`config.mk`:
```
export PLATFORM = sky130hd
export DESIGN_NAME = mts_trigger_sequencer
export DESIGN_NICKNAME = d
export VERILOG_FILES = /design/src/mts_trigger_sequencer.v
export VERILOG_INCLUDE_DIRS = /design/src
export SDC_FILE = /design/constraint.sdc
export NUM_CORES = 1
export LEC_CHECK = 0
export ABC_AREA = 1
export BUFFER_PORTS_ARGS = -buffer_cell sky130_fd_sc_hd__buf_2
export CAP_MARGIN = 20
export CORE_AREA = 5 5 170 172
export DETAILED_ROUTE_END_ITERATION = 10
export DIE_AREA = 0 0 175 177
export MAX_ROUTING_LAYER = met4
export PLACE_DENSITY = 0.53
export SLEW_MARGIN = 5
export SYNTH_ARGS = -nofsm -noshare
export SYNTH_HDL_FRONTEND = slang
export SYNTH_SLANG_ARGS = --single-unit
```
`constraint.sdc`:
```
create_clock -name clk_sys -period 4.05 [get_ports clk_sys]
set_clock_uncertainty 0.15 [all_clocks]
set_input_delay 0.2025 -clock clk_sys [delete_from_list [all_inputs] [get_ports clk_sys]]
set_output_delay 0.2025 -clock clk_sys [all_outputs]
set_load 0.1 [all_outputs]
```
`src/mts_defines.vh`:
```
`ifndef MTS_DEFINES_VH
`define MTS_DEFINES_VH
// register byte offsets
`define MTS_OFF_CTRL 8'h00
`define MTS_OFF_MODE 8'h04
`define MTS_OFF_SAMPLES 8'h08
`define MTS_OFF_TRIGCNT 8'h0C
`define MTS_OFF_DELAY 8'h10
`define MTS_OFF_STATUS 8'h14
// control register command bits (write one to act)
`define MTS_CTRL_ARM 0
`define MTS_CTRL_BUS_TRIG 1
`define MTS_CTRL_DEV_CLEAR 2
`define MTS_CTRL_CONFIGURE 3
`define MTS_CTRL_IF_RESET 4
`define MTS_CTRL_CLR_IGNORED 5
// mode register fields
`define MTS_MODE_REMOTE 0
`define MTS_MODE_SRC_LSB 1
`define MTS_MODE_SRC_MSB 2
`define MTS_MODE_LOCAL_SINGLE 3
// remote trigger source encodings
`define MTS_SRC_IMM 2'h0
`define MTS_SRC_EXT 2'h1
`define MTS_SRC_BUS 2'h2
// count and delay fields
`define MTS_INF_BIT 16
`define MTS_AUTO_BIT 16
`define MTS_COUNT_MIN 16'h0001
`define MTS_COUNT_MAX 16'hC350
`define MTS_DELAY_MAX 12'hE10
// reset values
`define MTS_RST_COUNT 16'h0001
`define MTS_RST_DELAY 12'h000
`define MTS_RST_SRC 2'h0
// timing: clock rate and one second of delay
`define MTS_CLK_HZ 10000000
`define MTS_SEC_PER_UNIT 1
// automatic delay, 1.5 ms at the clock rate
`define MTS_AUTO_DELAY_US 1500
`endif

```
`src/mts_trigger_sequencer.v`:
```
`timescale 1ns/1ps
`include "mts_defines.vh"
module mts_trigger_sequencer #(
    parameter CYC_PER_SEC = `MTS_CLK_HZ * `MTS_SEC_PER_UNIT,
    parameter AUTO_DELAY_CYC = (`MTS_CLK_HZ / 1000000) * `MTS_AUTO_DELAY_US
) (
    input wire clk_sys, // 10 MHz system clock
    input wire resetn, // synchronous reset, active low
    input wire psel, // apb select
    input wire penable, // apb access phase
    input wire pwrite, // apb direction
    input wire [7:0] paddr, // apb byte address
    input wire [31:0] pwdata, // apb write data
    output reg [31:0] prdata, // apb read data
    output reg pready, // apb ready
    output reg pslverr, // apb error on unmapped address
    input wire ext_trig_n, // external trigger pin, low-true pulse
    input wire single_key, // front-panel single key, high while pressed
    input wire group_trigger, // group execute trigger pulse from interface
    input wire meas_done, // engine finished one reading, pulse
    output reg meas_start, // start one reading, pulse
    output reg waiting, // armed and awaiting single or external trigger
    output reg measuring // a trigger is being serviced
);
    localparam ST_IDLE = 4'h1;
    localparam ST_WAIT = 4'h2;
    localparam ST_DELAY = 4'h4;
    localparam ST_MEAS = 4'h8;

    reg [3:0] state;
    reg remote;
    reg [1:0] src;
    reg local_single;
    reg [15:0] samples;
    reg [15:0] trig_count;
    reg trig_inf;
    reg [11:0] delay_sec;
    reg delay_auto;
    reg ignored;
    reg ext_pend;
    reg [15:0] sample_done;
    reg [15:0] trig_done;
    reg [11:0] sec_left;
    reg [23:0] cyc_cnt;
    reg issued;
    reg remote_q;
    reg [2:0] ext_sync;
    reg [2:0] key_sync;

    wire apb_done;
    wire wr;
    wire [31:0] wdat;
    wire cmd_arm;
    wire cmd_bus;
    wire cmd_clear;
    wire cmd_config;
    wire cmd_ifreset;
    wire cmd_clr_ign;
    wire ext_edge;
    wire key_edge;
    wire bus_trig;
    wire ext_allowed;
    wire in_wait;
    wire ext_take;
    wire trig_now;
    wire delay_over;
    wire last_sample;
    wire last_trigger;
    wire abort;
    wire ign_event;
    wire [15:0] wr_count;
    wire [11:0] wr_delay;
    wire [23:0] sec_last;
    wire [23:0] auto_last;
    reg [31:0] next_prdata;
    reg next_slverr;

    // apb: one wait state, writes land at the completing edge
    assign apb_done = psel & penable & pready;
    assign wr = apb_done & pwrite;
    assign wdat = pwdata;
    assign cmd_arm = wr & (paddr == `MTS_OFF_CTRL) & wdat[`MTS_CTRL_ARM];
    assign cmd_bus = wr & (paddr == `MTS_OFF_CTRL) & wdat[`MTS_CTRL_BUS_TRIG];
    assign cmd_clear = wr & (paddr == `MTS_OFF_CTRL) & wdat[`MTS_CTRL_DEV_CLEAR];
    assign cmd_config = wr & (paddr == `MTS_OFF_CTRL) & wdat[`MTS_CTRL_CONFIGURE];
    assign cmd_ifreset = wr & (paddr == `MTS_OFF_CTRL) & wdat[`MTS_CTRL_IF_RESET];
    assign cmd_clr_ign = wr & (paddr == `MTS_OFF_CTRL) & wdat[`MTS_CTRL_CLR_IGNORED];

    // out-of-range counts are clamped rather than refused
    assign wr_count = (wdat[15:0] < `MTS_COUNT_MIN) ? `MTS_COUNT_MIN :
                      (wdat[15:0] > `MTS_COUNT_MAX) ? `MTS_COUNT_MAX : wdat[15:0];
    assign wr_delay = (wdat[15:0] > {4'h0, `MTS_DELAY_MAX}) ? `MTS_DELAY_MAX : wdat[11:0];

    // pins pass three flops; only the second and third stages are looked at
    always @(posedge clk_sys)
    begin
        if (!resetn)
        begin
            ext_sync <= 3'h7;
            key_sync <= 3'h0;
        end
        else
        begin
            ext_sync <= {ext_sync[1:0], ext_trig_n};
            key_sync <= {key_sync[1:0], single_key};
        end
    end

    assign ext_edge = ext_sync[2] & ~ext_sync[1];
    assign key_edge = ~key_sync[2] & key_sync[1] & ~remote;
    assign bus_trig = remote & (src == `MTS_SRC_BUS) & (cmd_bus | group_trigger);
    assign ext_allowed = remote ? (src == `MTS_SRC_EXT) : local_single;
    assign in_wait = (state == ST_WAIT);
    // the first external edge while busy is held, not reported as ignored
    assign ext_take = ext_allowed & (ext_edge | ext_pend) & in_wait;

    // trigger present in the wait state
    assign trig_now = in_wait & (remote ?
        ((src == `MTS_SRC_IMM) | bus_trig | ext_take) :
        ((~local_single) | (local_single & key_edge) | ext_take));

    // trigger events that find the sequencer unready
    assign ign_event = (bus_trig & ~in_wait) |
                       (key_edge & local_single & ~in_wait) |
                       (ext_allowed & ext_edge & ~in_wait & (ext_pend | (state == ST_IDLE)));

    // last counts of one second and of the automatic delay, cut to the counter's width
    assign sec_last = CYC_PER_SEC[23:0] - 24'h000001;
    assign auto_last = AUTO_DELAY_CYC[23:0] - 24'h000001;
    assign delay_over = delay_auto ? (cyc_cnt >= auto_last) :
                        ((sec_left == 12'h000) | ((sec_left == 12'h001) & (cyc_cnt >= sec_last)));
    assign last_sample = (sample_done + 16'h0001 >= samples);
    assign last_trigger = remote & ~trig_inf & (trig_done + 16'h0001 >= trig_count);
    // leaving or entering remote drops any run, like a clear
    assign abort = cmd_clear | (remote != remote_q);

    // configuration registers; device clear leaves these alone
    always @(posedge clk_sys)
    begin
        if (!resetn || cmd_ifreset)
        begin
            remote <= 1'b0;
            src <= `MTS_RST_SRC;
            local_single <= 1'b0;
            samples <= `MTS_RST_COUNT;
            trig_count <= `MTS_RST_COUNT;
            trig_inf <= 1'b0;
            delay_sec <= `MTS_RST_DELAY;
            delay_auto <= 1'b1;
        end
        else if (cmd_config)
        begin
            src <= `MTS_SRC_IMM;
            samples <= `MTS_COUNT_MIN;
            trig_count <= `MTS_COUNT_MIN;
            trig_inf <= 1'b0;
            delay_auto <= 1'b1;
        end
        else if (wr)
        begin
            case (paddr)
                `MTS_OFF_MODE:
                begin
                    remote <= wdat[`MTS_MODE_REMOTE];
                    src <= (wdat[`MTS_MODE_SRC_MSB:`MTS_MODE_SRC_LSB] > `MTS_SRC_BUS) ?
                           src : wdat[`MTS_MODE_SRC_MSB:`MTS_MODE_SRC_LSB];
                    local_single <= wdat[`MTS_MODE_LOCAL_SINGLE];
                end
                `MTS_OFF_SAMPLES: samples <= wr_count;
                `MTS_OFF_TRIGCNT:
                begin
                    trig_count <= wr_count;
                    trig_inf <= wdat[`MTS_INF_BIT];
                end
                `MTS_OFF_DELAY:
                begin
                    delay_sec <= wr_delay;
                    delay_auto <= wdat[`MTS_AUTO_BIT];
                end
                default: ;
            endcase
        end
    end

    // sequencer state machine
    always @(posedge clk_sys)
    begin
        if (!resetn || cmd_ifreset)
        begin
            state <= ST_IDLE;
            remote_q <= 1'b0;
            sample_done <= 16'h0000;
            trig_done <= 16'h0000;
            sec_left <= 12'h000;
            cyc_cnt <= 24'h000000;
            issued <= 1'b0;
            meas_start <= 1'b0;
        end
        else
        begin
            remote_q <= remote;
            meas_start <= 1'b0;
            if (abort)
            begin
                state <= ST_IDLE;
                issued <= 1'b0;
            end
            else
            begin
                case (state)
                    ST_IDLE:
                    begin
                        sample_done <= 16'h0000;
                        trig_done <= 16'h0000;
                        // remote waits for an arm command; local control re-arms at once
                        if (!remote || cmd_arm)
                            state <= ST_WAIT;
                    end
                    ST_WAIT:
                    begin
                        sample_done <= 16'h0000;
                        // the first trigger found present starts the delay of the burst
                        if (trig_now)
                        begin
                            state <= ST_DELAY;
                            sec_left <= delay_sec;
                            cyc_cnt <= 24'h000000;
                        end
                    end
                    ST_DELAY:
                    begin
                        if (delay_over)
                        begin
                            state <= ST_MEAS;
                            meas_start <= 1'b1;
                            issued <= 1'b1;
                        end
                        // whole seconds are counted down so the cycle counter stays 24 bits wide
                        else if (!delay_auto && cyc_cnt >= sec_last)
                        begin
                            cyc_cnt <= 24'h000000;
                            sec_left <= sec_left - 12'h001;
                        end
                        else
                            cyc_cnt <= cyc_cnt + 24'h000001;
                    end
                    ST_MEAS:
                    begin
                        if (meas_done && issued)
                        begin
                            issued <= 1'b0;
                            if (!last_sample)
                            begin
                                sample_done <= sample_done + 16'h0001;
                                state <= ST_DELAY;
                                sec_left <= delay_sec;
                                cyc_cnt <= 24'h000000;
                            end
                            else if (last_trigger)
                                state <= ST_IDLE;
                            else
                            begin
                                // infinite runs saturate the counter instead of wrapping
                                if (trig_done != 16'hFFFF)
                                    trig_done <= trig_done + 16'h0001;
                                state <= ST_WAIT;
                            end
                        end
                    end
                    default: state <= ST_IDLE;
                endcase
            end
        end
    end

    // external buffer and sticky ignored flag; on the flag a set beats a clear, on the buffer a clear wins
    always @(posedge clk_sys)
    begin
        if (!resetn || cmd_ifreset)
        begin
            ext_pend <= 1'b0;
            ignored <= 1'b0;
        end
        else
        begin
            // only one edge is held; a second one while busy counts as ignored
            if (abort || !ext_allowed)
                ext_pend <= 1'b0;
            else if (ext_take)
                ext_pend <= 1'b0;
            else if (ext_edge && (state == ST_DELAY || state == ST_MEAS))
                ext_pend <= 1'b1;
            if (ign_event)
                ignored <= 1'b1;
            else if (cmd_clr_ign)
                ignored <= 1'b0;
        end
    end

    // indicators, registered
    always @(posedge clk_sys)
    begin
        if (!resetn)
        begin
            waiting <= 1'b0;
            measuring <= 1'b0;
        end
        else
        begin
            waiting <= in_wait & ~abort & (remote ? (src == `MTS_SRC_EXT) : local_single);
            measuring <= (state == ST_DELAY) | (state == ST_MEAS);
        end
    end

    // read mux
    always @*
    begin
        next_prdata = 32'h00000000;
        next_slverr = 1'b0;
        case (paddr)
            `MTS_OFF_CTRL: next_prdata = 32'h00000000;
            `MTS_OFF_MODE: next_prdata = {28'h0000000, local_single, src, remote};
            `MTS_OFF_SAMPLES: next_prdata = {16'h0000, samples};
            `MTS_OFF_TRIGCNT: next_prdata = {15'h0000, trig_inf, trig_count};
            `MTS_OFF_DELAY: next_prdata = {15'h0000, delay_auto, 4'h0, delay_sec};
            `MTS_OFF_STATUS: next_prdata = {trig_done, 9'h000, ext_pend, ignored, waiting, state};
            default: next_slverr = 1'b1;
        endcase
    end

    // apb answer one cycle into the access phase
    always @(posedge clk_sys)
    begin
        if (!resetn)
        begin
            pready <= 1'b0;
            pslverr <= 1'b0;
            prdata <= 32'h00000000;
        end
        else
        begin
            pready <= psel & penable & ~pready;
            pslverr <= psel & penable & ~pready & next_slverr;
            prdata <= (psel & penable & ~pready & ~pwrite) ? next_prdata : 32'h00000000;
        end
    end
endmodule

```
==> out/qor.txt, run 1 <==
Flops & latches, synth -> 169
I/O pins -> 86
RSZ-0062 raised after global routing -> no
Type of element capturing the critical path -> register
Placed wire-length estimate -> 20.41 mm
Leak pwr -> 4.812 nW
Worst slew pin tran -> 1091 ps
Placement Cell Area -> 10100 um2
Layer with the highest usage -> met2
CTS buffer count -> 17
Final cell count without fillers -> 1829
Post-route cell area -> 10910 um2
Drt pass-1 iters -> 5
Final GP Congestion -> 0.8905
Slew Limit Fails -> 0
Worst VDD drop -> 0.0001899 V
Vias -> 8909
Worst Hold Class -> primary input to register
Vias in the first global route -> 8412
DR iter-0 viols -> 521
DIE HEIGHT -> 177 um
Largest net degree at the start of global routing -> 54
Remaining DRCs -> 0
Mapped Nets -> 1472
Fin nets -> 1556
Starting density of the core -> 0.3435
Yosys Warn Count -> 0
Initial antenna violation count -> 0
Rel. slew slack -> 0.2691
Global Route Usage Sum -> 0.1810
Avg Inst Size Synth -> 6.771 um2
Startpoint types -> register
Grt ovf -> 0
Fin crit period -> 3702 ps
Status -> completed
Root Buffer Master -> clkbuf_16
Drt total wl -> 27.02 mm
M1 GR Usage -> 0.2398
Core Footprint -> 27320 um2
Commonest non-fill, non-tap cell in the layout -> nand2_1
GRT met2 Usage -> 0.2876
Tcrit/Tclk final -> 0.9140
Worst Path Max Fanout -> 12
Hold Vio Cnt, Final -> 0
Hold_ws -> 27.82 ps
CTS tree -> done
DR WL/cell -> 14.77 um
Post-CTS Setup Bufs -> 0
Cells after synthesis -> 1386
Routed Antenna Nets -> 0
Most frequent cells in the layout -> nand2_1 (271), inv_1 (201), nor2_1 (174)
Final setup fails -> 0
Required time of the critical path -> 4230 ps
Total chip power -> 4.291 mW
Row count -> 61
Worst skew pair latency -> 430 ps
Pwr Density -> 393.3 nW/um2
Clk pin slew, worst setup/hold paths -> 70 ps
Setup tns final -> 0 ps
DR vias/cell -> 4.871
Sequential fraction of the synthesis area -> 0.3605
Die X -> 175 um
Kind of critical path -> register to register
Post-Syn Area -> 9385 um2
Total of max-cap violations -> 0
Area growth, synth to finish -> 16.25%
Bufs on Longest Clock Path -> 2
Diodes inserted -> 0
Clock Sinks -> 169
Global-route met3 utilization -> 0.03204
Buffers on Ports -> 70
Layout cell share with drive strength beyond 1 -> 0.1133
Global-route wire length before repair -> 43.95 mm
Dpl cells -> 1775
Arr. time, crit path -> 3880 ps
Max Freq -> 270.2 MHz
Yosys cell types -> 46
Die footprint -> 30980 um2
H-Tree Depth -> 4
[cells in the mapped netlist (all sizes together)]
cell type / count / area (um2)
o22ai: 8 / 50.05
a221oi: 3 / 26.28
o21ai: 83 / 415.4
inv: 214 / 803.3
nor3: 50 / 271.5
a211oi: 6 / 45.04
nor2: 182 / 713.2
o211ai: 2 / 15.01
dfxtp: 169 / 3383
or4: 1 / 7.510
a31oi: 8 / 50.05
nand3: 54 / 297.8
or2: 3 / 18.77
a22oi: 4 / 30.03
a21boi: 1 / 18.77
a21oi: 131 / 670.7
o21bai: 1 / 7.510
xor2: 44 / 385.4
nor4: 16 / 121.4
nor3b: 1 / 7.510
o21a: 3 / 22.52
nand4: 30 / 187.7
nand2: 280 / 1074
o2111ai: 1 / 8.760
buf: 29 / 162.7
o221ai: 5 / 43.79
clkbuf: 17 / 63.81
ha: 37 / 462.9
xnor2: 2 / 17.52
clkinv: 1 / 3.750
[repair_timing]
action	in CTS	in global routing
hold buffers	22	0
endpoints found under the hold margin	29	0
setup endpoints to repair	0	22
gates resized for setup	0	3
[per-layer routing]
layer | routed length (um) | share of wire
met3 | 1447 | 0.054
met4 | 443 | 0.016
met5 | 0 | 0
met2 | 12120 | 0.45
met1 | 13010 | 0.48
[critical path, cell delays in order (launching register included)]
cell,delay (ps)
dfxtp_1,400
inv_1,110
nor4_1,360
nand2_1,140
nor3_1,220
xor2_1,160
inv_1,90
ha_1,290
nand2_1,70
o21ai_0,80
a21oi_1,230
nand3_1,260
nand2_1,150
inv_1,70
nor2_2,220
nand2_2,160
buf_4,220
o21ai_0,160
nor2_1,50
[power breakdown]
part / internal (mW) / switching (mW)
Clock: 0.882 / 0.745
Combinational: 0.298 / 0.534
Sequential: 1.75 / 0.0849
[path summary, 6_finish.rpt]
check,startpoint,endpoint,slack (ps),depth (start not counted)
max,sample_done[5]$_SDFFE_PP0P_,cyc_cnt[4]$_SDFFE_PP0P_,350,18
min,pwdata[13],samples[13]$_SDFFE_PP0P_,30,5
max reg2reg,sample_done[5]$_SDFFE_PP0P_,cyc_cnt[4]$_SDFFE_PP0P_,350,18
min reg2reg,key_sync[0]$_SDFF_PN0_,key_sync[1]$_SDFF_PN0_,270,2
[area by class of cell]
type | count | area [um2]
Clock buffer | 19 | 442.9
Inverter | 215 | 807.0
Fill cell | 2955 | 16410
Timing Repair Buffer | 111 | 725.7
Multi-Input combinational cell | 956 | 4986
Sequential cell | 169 | 3383
Clock inverter | 13 | 132.6
Tap cell | 346 | 432.9
[cells by family after synthesis]
group,count (synthesis),share of synthesized area
AND/OR/NAND/NOR,617,0.2876
buffers and inverters,261,0.1101
AO/OA/AOI/OAI,256,0.1496
flip-flops,169,0.3605
XOR/XNOR,46,0.04293
adder cells (fa/ha/maj),37,0.04933
[registers in the layout (all words and copies together) (netlist names), 2 cells and up]
name and count:
prdata 32, key_sync 3, trig_done 16, cyc_cnt 24
ext_sync 3, trig_count 16, sample_done 16, state 4
samples 16, sec_left 12, src 2, delay_sec 12
[through the flow]
step | worst slack, ps | util
final | 348.5 | 0.3993
after global routing | 36.95 | 0.3993
after CTS | 272.2 | 0.3987
after detailed placement | 296.8 | 0.3695
after global placement | 313.9 | 0.3695
after floorplan | 967.9 | -
(Power assumes the default switching activity.)
==> inputs of run 2 (changes only) <==
--- a/config.mk
+++ b/config.mk
@@ -13,7 +13,6 @@
 export DETAILED_ROUTE_END_ITERATION = 10
 export DIE_AREA = 0 0 175 177
 export MAX_ROUTING_LAYER = met4
-export PLACE_DENSITY = 0.53
 export SLEW_MARGIN = 5
 export SYNTH_ARGS = -nofsm -noshare
 export SYNTH_HDL_FRONTEND = slang
==> run 2 against run 1 <==
Effect of this change: global-route usage down 0.12 points; sequential share of layout area about the same; wire length down 1.2%; first-iteration DRC count up 23%; cell area about the same; die area unchanged; worst hold slack worse by 7.1 ps; maximum frequency up 0.46%; critical path type unchanged; flip-flop and latch count unchanged.
==> out/qor.txt, run 2 (synthesis gave the netlist of run 1 again) <==
Global Route Usage Sum -> 0.1798 (-0.001190)
Initial antenna violation count -> 0 (unchanged)
Remaining DRCs -> 0 (unchanged)
Max reg flops -> 32 (unchanged)
Dpl cells -> 1775 (unchanged)
Largest net degree at the start of global routing -> 56 (+3.7%)
Vias in the first global route -> 8633 (+2.6%)
Final GP Congestion -> 0.8992 (+0.98%)
Largest Register -> prdata
Area growth, synth to finish -> 16.16% (about the same)
Drt pass-1 iters -> 5 (unchanged)
H-Tree Depth -> 4 (unchanged)
Die X -> 175 um (unchanged)
Vias -> 9000 (+1.0%)
DIE HEIGHT -> 177 um (unchanged)
M1 GR Usage -> 0.2373 (-0.002521)
Core Footprint -> 27320 um2 (unchanged)
DR iter-0 viols -> 641 (+23%)
Worst Path Max Fanout -> 11 (-1)
Final cell count without fillers -> 1828 (-0.055%)
Die footprint -> 30980 um2 (unchanged)
Required time of the critical path -> 4240 ps (about the same)
Type of element capturing the critical path -> register
Row count -> 61 (unchanged)
Tcrit/Tclk final -> 0.9098 (-0.004194)
Slew Limit Fails -> 0 (unchanged)
Layout cell share with drive strength beyond 1 -> 0.1154 (+0.002101)
Largest registers -> prdata (32), cyc_cnt (24)
Worst skew pair latency -> 440 ps (about the same)
Rel. slew slack -> 0.2932 (+0.02406)
Clk pin slew, worst setup/hold paths -> 70 ps (about the same)
DR WL/cell -> 14.60 um (-1.2%)
CTS tree -> done
Fin nets -> 1555 (-0.064%)
GRT met2 Usage -> 0.2863 (-0.001297)
Commonest non-fill, non-tap cell in the layout -> nand2_1
Setup tns final -> 0 ps (unchanged)
Kind of critical path -> register to register
Startpoint types -> register
Grt ovf -> 0 (unchanged)
Bufs on Longest Clock Path -> 2 (unchanged)
Status -> completed
Arr. time, crit path -> 3870 ps (about the same)
Global-route met3 utilization -> 0.03269 (+0.0006409)
Fillers -> 2915 (-1.4%)
Worst Hold Class -> primary input to register
Most frequent cells in the layout -> nand2_1 (270), inv_1 (201), nor2_1 (174)
Buffers on Ports -> 70 (unchanged)
Starting density of the core -> 0.3435 (unchanged)
Clock Sinks -> 169 (unchanged)
Max Freq -> 271.4 MHz (+0.46%)
I/O pins -> 86 (unchanged)
Routed Antenna Nets -> 0 (unchanged)
Final setup fails -> 0 (unchanged)
Layer with the highest usage -> met2
DR vias/cell -> 4.923 (+1.1%)
Leak pwr -> 4.806 nW (-0.13%)
Pwr Density -> 392.2 nW/um2 (-0.28%)
Worst slew pin tran -> 1059 ps (-32.16 ps)
Hold Vio Cnt, Final -> 0 (unchanged)
Drt total wl -> 26.70 mm (-1.2%)
Root Buffer Master -> clkbuf_16
Diodes inserted -> 0 (unchanged)
Total of max-cap violations -> 0 (unchanged)
Fin crit period -> 3685 ps (-16.98 ps)
Placed wire-length estimate -> 20.07 mm (-1.7%)
Worst VDD drop -> 0.0002221 V (+17%)
Global-route wire length before repair -> 43.85 mm (-0.24%)
CTS buffer count -> 17 (unchanged)
==> run 2: cell types whose count changed in the layout (fill, tap and decap cells not counted), moves of 2 or more <==
| cell | before | now |
|---|---|---|
| inv_8 | 1 | 5 |
| dlygate4sd3_1 | 22 | 20 |
| clkinv_8 | 0 | 2 |
| inv_6 | 6 | 3 |
==> run 2: routing by layer <==
metal	vias to the layer above	wire length, um
met1	4081	12650
met2	229	12130
met4	0	441
li1	4658	-
met3	32	1477
met5	-	0
==> run 2: repair_timing <==
item | 4_1_cts | 5_1_grt
endpoints found under the hold margin | 26 | 0
endpoints found under the setup margin | 0 | 36
hold buffers | 20 | 0
gates resized for setup | 0 | 4
buffers inserted | 0 | 0
==> run 2: cell type report <==
type                            count  area (um2)  area share
Timing Repair Buffer              110       713.2     0.06542
Tap cell                          346       432.9     0.03971
Multi-Input combinational cell    956        4987      0.4575
Clock buffer                       17       425.4     0.03902
Inverter                          215       807.0     0.07403
Clock inverter                     15       152.6     0.01400
Sequential cell                   169        3383      0.3103
==> run 2: path summary, 6_finish.rpt <==
kind | depth (start not counted) | start | end | slack, ps
setup / recovery | 18 | sample_done[5]$_SDFFE_PP0P_ | cyc_cnt[7]$_SDFFE_PP0P_ | 370
hold / removal | 3 | pwdata[7] | delay_sec[7]$_SDFFE_PP0P_ | 20
setup reg to reg | 18 | sample_done[5]$_SDFFE_PP0P_ | cyc_cnt[7]$_SDFFE_PP0P_ | 370
hold reg to reg | 1 | ext_sync[0]$_SDFF_PN1_ | ext_sync[1]$_SDFF_PN1_ | 260
==> run 2: critical path, stage by stage, from the launching register on <==
cell and delay [ps]:
dfxtp_1 400, inv_1 110, nor4_1 350, nand2_1 170
nor3_1 210, xor2_1 160, inv_1 70, ha_1 290
a21oi_1 130, o21ai_0 80, a21oi_1 240, nand3_2 190
nand2_1 120, inv_1 60, nor2_2 230, nand2_2 160
buf_4 220, o21ai_0 170, nor2_1 50
==> run 2: through the flow <==
| stage | util | setup WS (ps) | cell area [um2] | power, mW | hold slack (ps) |
|---|---|---|---|---|---|
| after floorplan | - | 967.9 | 9385 | 2.471 | 121.4 |
| after global placement | 0.3695 | 326.3 | 10100 | 2.654 | 236.2 |
| after detailed placement | 0.3695 | 259.8 | 10100 | 2.668 | 245.5 |
| after CTS | 0.3980 | 233.6 | 10880 | 4.314 | 3.441 |
| after global routing | 0.3990 | -5.491 | 10900 | 4.533 | 12.13 |
| final | 0.3990 | 365.5 | 10900 | 4.275 | 20.76 |
==> run 2: power breakdown <==
group | switching (mW) | leakage, nW | total, mW | internal (mW)
Sequential | 0.0877 | 1.37 | 1.83 | 1.75
Clock | 0.803 | 0.280 | 1.63 | 0.823
Combinational | 0.524 | 3.16 | 0.816 | 0.293
Total | 1.41 | 4.81 | 4.28 | 2.86
==> inputs of run 3 (changes only) <==
==> constraint.sdc (replaced) <==
create_clock -name clk_sys -period 4.05 [get_ports clk_sys]
set_clock_uncertainty 0.15 [all_clocks]
set_input_delay 0.405 -clock clk_sys [delete_from_list [all_inputs] [get_ports clk_sys]]
set_output_delay 0.405 -clock clk_sys [all_outputs]
set_load 0.1 [all_outputs]
==> run 3 against run 2 <==
Effect of this change: wire length down 1.0%; first-iteration DRC count grew 15%; via count down 0.71%; worst hold slack worse by 8.0 ps; worst setup slack better by 160 ps; register-to-register slack improved by 160 ps; maximum frequency grew 4.4%; global-route usage is essentially flat; critical path depth increased by 1; largest cell class unchanged.
==> out/qor.txt, run 3 (synthesis gave the netlist of run 1 again) <==
Post-route cell area -> 10670 um2 (-2.1%)
Tcrit/Tclk final -> 0.8711 (-0.03869)
Fin nets -> 1535 (-1.3%)
Kind of critical path -> register to register
Rel. slew slack -> 0.2631 (-0.03010)
Status -> completed
Grt ovf -> 0 (unchanged)
DIE HEIGHT -> 177 um (unchanged)
Final GP Congestion -> 0.9035 (+0.48%)
Vias in the first global route -> 8603 (-0.35%)
DR WL/cell -> 14.62 um (+0.14%)
Total of max-cap violations -> 0 (unchanged)
Required time of the critical path -> 4220 ps (-20 ps)
Worst VDD drop -> 0.0001802 V (-19%)
Worst slew pin tran -> 1100 ps (+41.18 ps)
Worst Path Max Fanout -> 13 (+2)
Root Buffer Master -> clkbuf_16
Diodes inserted -> 0 (unchanged)
Setup tns final -> 0 ps (unchanged)
Vias -> 8936 (-0.71%)
Most frequent cells in the layout -> nand2_1 (270), inv_1 (201), nor2_1 (174)
Placed wire-length estimate -> 19.82 mm (-1.3%)
Layout cell share with drive strength beyond 1 -> 0.1143 (-0.001079)
Slowest stage cell, crit path -> dfxtp_1
Slew Limit Fails -> 0 (unchanged)
Leak pwr -> 4.706 nW (-2.1%)
H-Tree Depth -> 4 (unchanged)
Hold Vio Cnt, Final -> 0 (unchanged)
I/O pins -> 86 (unchanged)
Remaining DRCs -> 0 (unchanged)
Global Route Usage Sum -> 0.1795 (-0.0003773)
Final setup fails -> 0 (unchanged)
Die footprint -> 30980 um2 (unchanged)
Die X -> 175 um (unchanged)
Buffers on Ports -> 70 (unchanged)
Largest registers -> prdata (32), cyc_cnt (24)
Largest net degree at the start of global routing -> 59 (+5.4%)
Largest Register -> prdata
CTS tree -> done
Commonest non-fill, non-tap cell in the layout -> nand2_1
Clk pin slew, worst setup/hold paths -> 70 ps (about the same)
Area growth, synth to finish -> 13.73%
Max Freq -> 283.5 MHz (+4.4%)
Clock Sinks -> 169 (unchanged)
Fillers -> 2942 (+0.93%)
Type of element capturing the critical path -> register
Crit-path most repeated cell -> inv_1
Drt pass-1 iters -> 6 (+1)
DR vias/cell -> 4.945 (+0.44%)
CP top delay family -> simple AND/OR/NAND/NOR gates
Routed Antenna Nets -> 0 (unchanged)
Initial antenna violation count -> 0 (unchanged)
Worst skew pair latency -> 440 ps (about the same)
DR iter-0 viols -> 739 (+15%)
Global-route wire length before repair -> 43.66 mm (-0.42%)
Row count -> 61 (unchanged)
RSZ-0062 raised after global routing -> no
Placement Cell Area -> 10100 um2 (unchanged)
Arr. time, crit path -> 3700 ps (-170 ps)
Area occupied by multi-input gates -> 4987 um2 (unchanged)
Crit path cell chain -> ha_1 > nand3_1 > nor3_2 > inv_1 > nor2_1 > xor2_1 > inv_1 > ha_1 > nand2_1 > o21ai_0 > a21oi_1 > nand3_2 > nand2_1 > inv_1 > nor2_2 > nand2_2 > buf_4 > o21ai_0 > nor2_1
Bufs on Longest Clock Path -> 2 (unchanged)
Fin crit period -> 3528 ps (-156.7 ps)
Slowest stage delay, CP -> 410 ps (about the same)
Pwr Density -> 393.6 nW/um2 (+0.37%)
Startpoint types -> register
Core Footprint -> 27320 um2 (unchanged)
Worst Hold Class -> primary input to register
CTS buffer count -> 17 (unchanged)
Max reg flops -> 32 (unchanged)
Drt total wl -> 26.43 mm (-1.0%)
Starting density of the core -> 0.3435 (unchanged)
Worst Path Buf+Inv -> 4 (unchanged)
Sequential cell area -> 3383 um2 (unchanged)
## run 3: changes by cell type in the layout (fill, tap and decap cells not counted), sizes merged
cell         before  now
inv             222  219
bufinv            0    1
clkinvlp          2    3
dlygate4sd3      20    1
buf              90   89
clkbuf           17   19
clkinv            6    4
## run 3: metrics by stage
stage	total power [mW]	hold slack, ps	std cells	utilization	setup WS, ps
6_report	4.201	12.73	1807	0.3906	522.2
5_1_grt	4.464	17.49	1807	0.3906	48.58
2_1_floorplan	2.471	240.0	1386	-	967.9
3_5_place_dp	2.667	250.9	1775	0.3695	299.5
3_3_place_gp	2.651	244.7	1775	0.3695	382.3
4_1_cts	4.243	0.7834	1807	0.3900	268.5
## run 3: area by class of cell
type | instances | share of cell area
clock buffer | 19 | 0.04056
clock inverter | 12 | 0.01078
tap | 346 | 0.04056
sequential | 169 | 0.3170
multi-input combinational | 956 | 0.4672
inverter | 215 | 0.07561
timing repair buffer | 90 | 0.04829
## run 3: final timing paths
path / from / to / slack, ps / cells past startpoint
setup / recovery: sample_done[0]$_SDFFE_PP0P_ / cyc_cnt[12]$_SDFFE_PP0P_ / 520 / 19
hold / removal: ext_trig_n / ext_sync[0]$_SDFF_PN1_ / 10 / 2
setup reg to reg: sample_done[0]$_SDFFE_PP0P_ / cyc_cnt[12]$_SDFFE_PP0P_ / 520 / 19
hold reg to reg: key_sync[0]$_SDFF_PN0_ / key_sync[1]$_SDFF_PN0_ / 270 / 2
## run 3: repair_timing
item | CTS | global route
hold buffers | 1 | 0
hold endpoints to repair | 1 | 0
endpoints found under the setup margin | 0 | 55
setup buffers | 0 | 0
resized for setup | 0 | 4
## run 3: report_power, final
| part | switching [mW] | internal (mW) | leakage, nW |
|---|---|---|---|
| combinational | 0.525 | 0.279 | 3.08 |
| clock | 0.715 | 0.851 | 0.261 |
| sequential | 0.0854 | 1.75 | 1.37 |
## run 3: layer usage
metal  vias to the layer above  wire length, um  track usage
met2                       248            11950       0.2789
met3                        46             1439      0.03034
met5                         -                0            -
met1                      4038            12460       0.2407
li1                       4604                -            -
met4                         0              572      0.05565
## run 3: worst register-to-register path, stage by stage, from the launching register on
cell and delay (ps):
dfxtp_1 410, ha_1 210, nand3_1 160, nor3_2 240
inv_1 70, nor2_1 140, xor2_1 150, inv_1 80
ha_1 280, nand2_1 100, o21ai_0 90, a21oi_1 230
nand3_2 190, nand2_1 120, inv_1 60, nor2_2 210
nand2_2 110, buf_4 200, o21ai_0 160, nor2_1 50
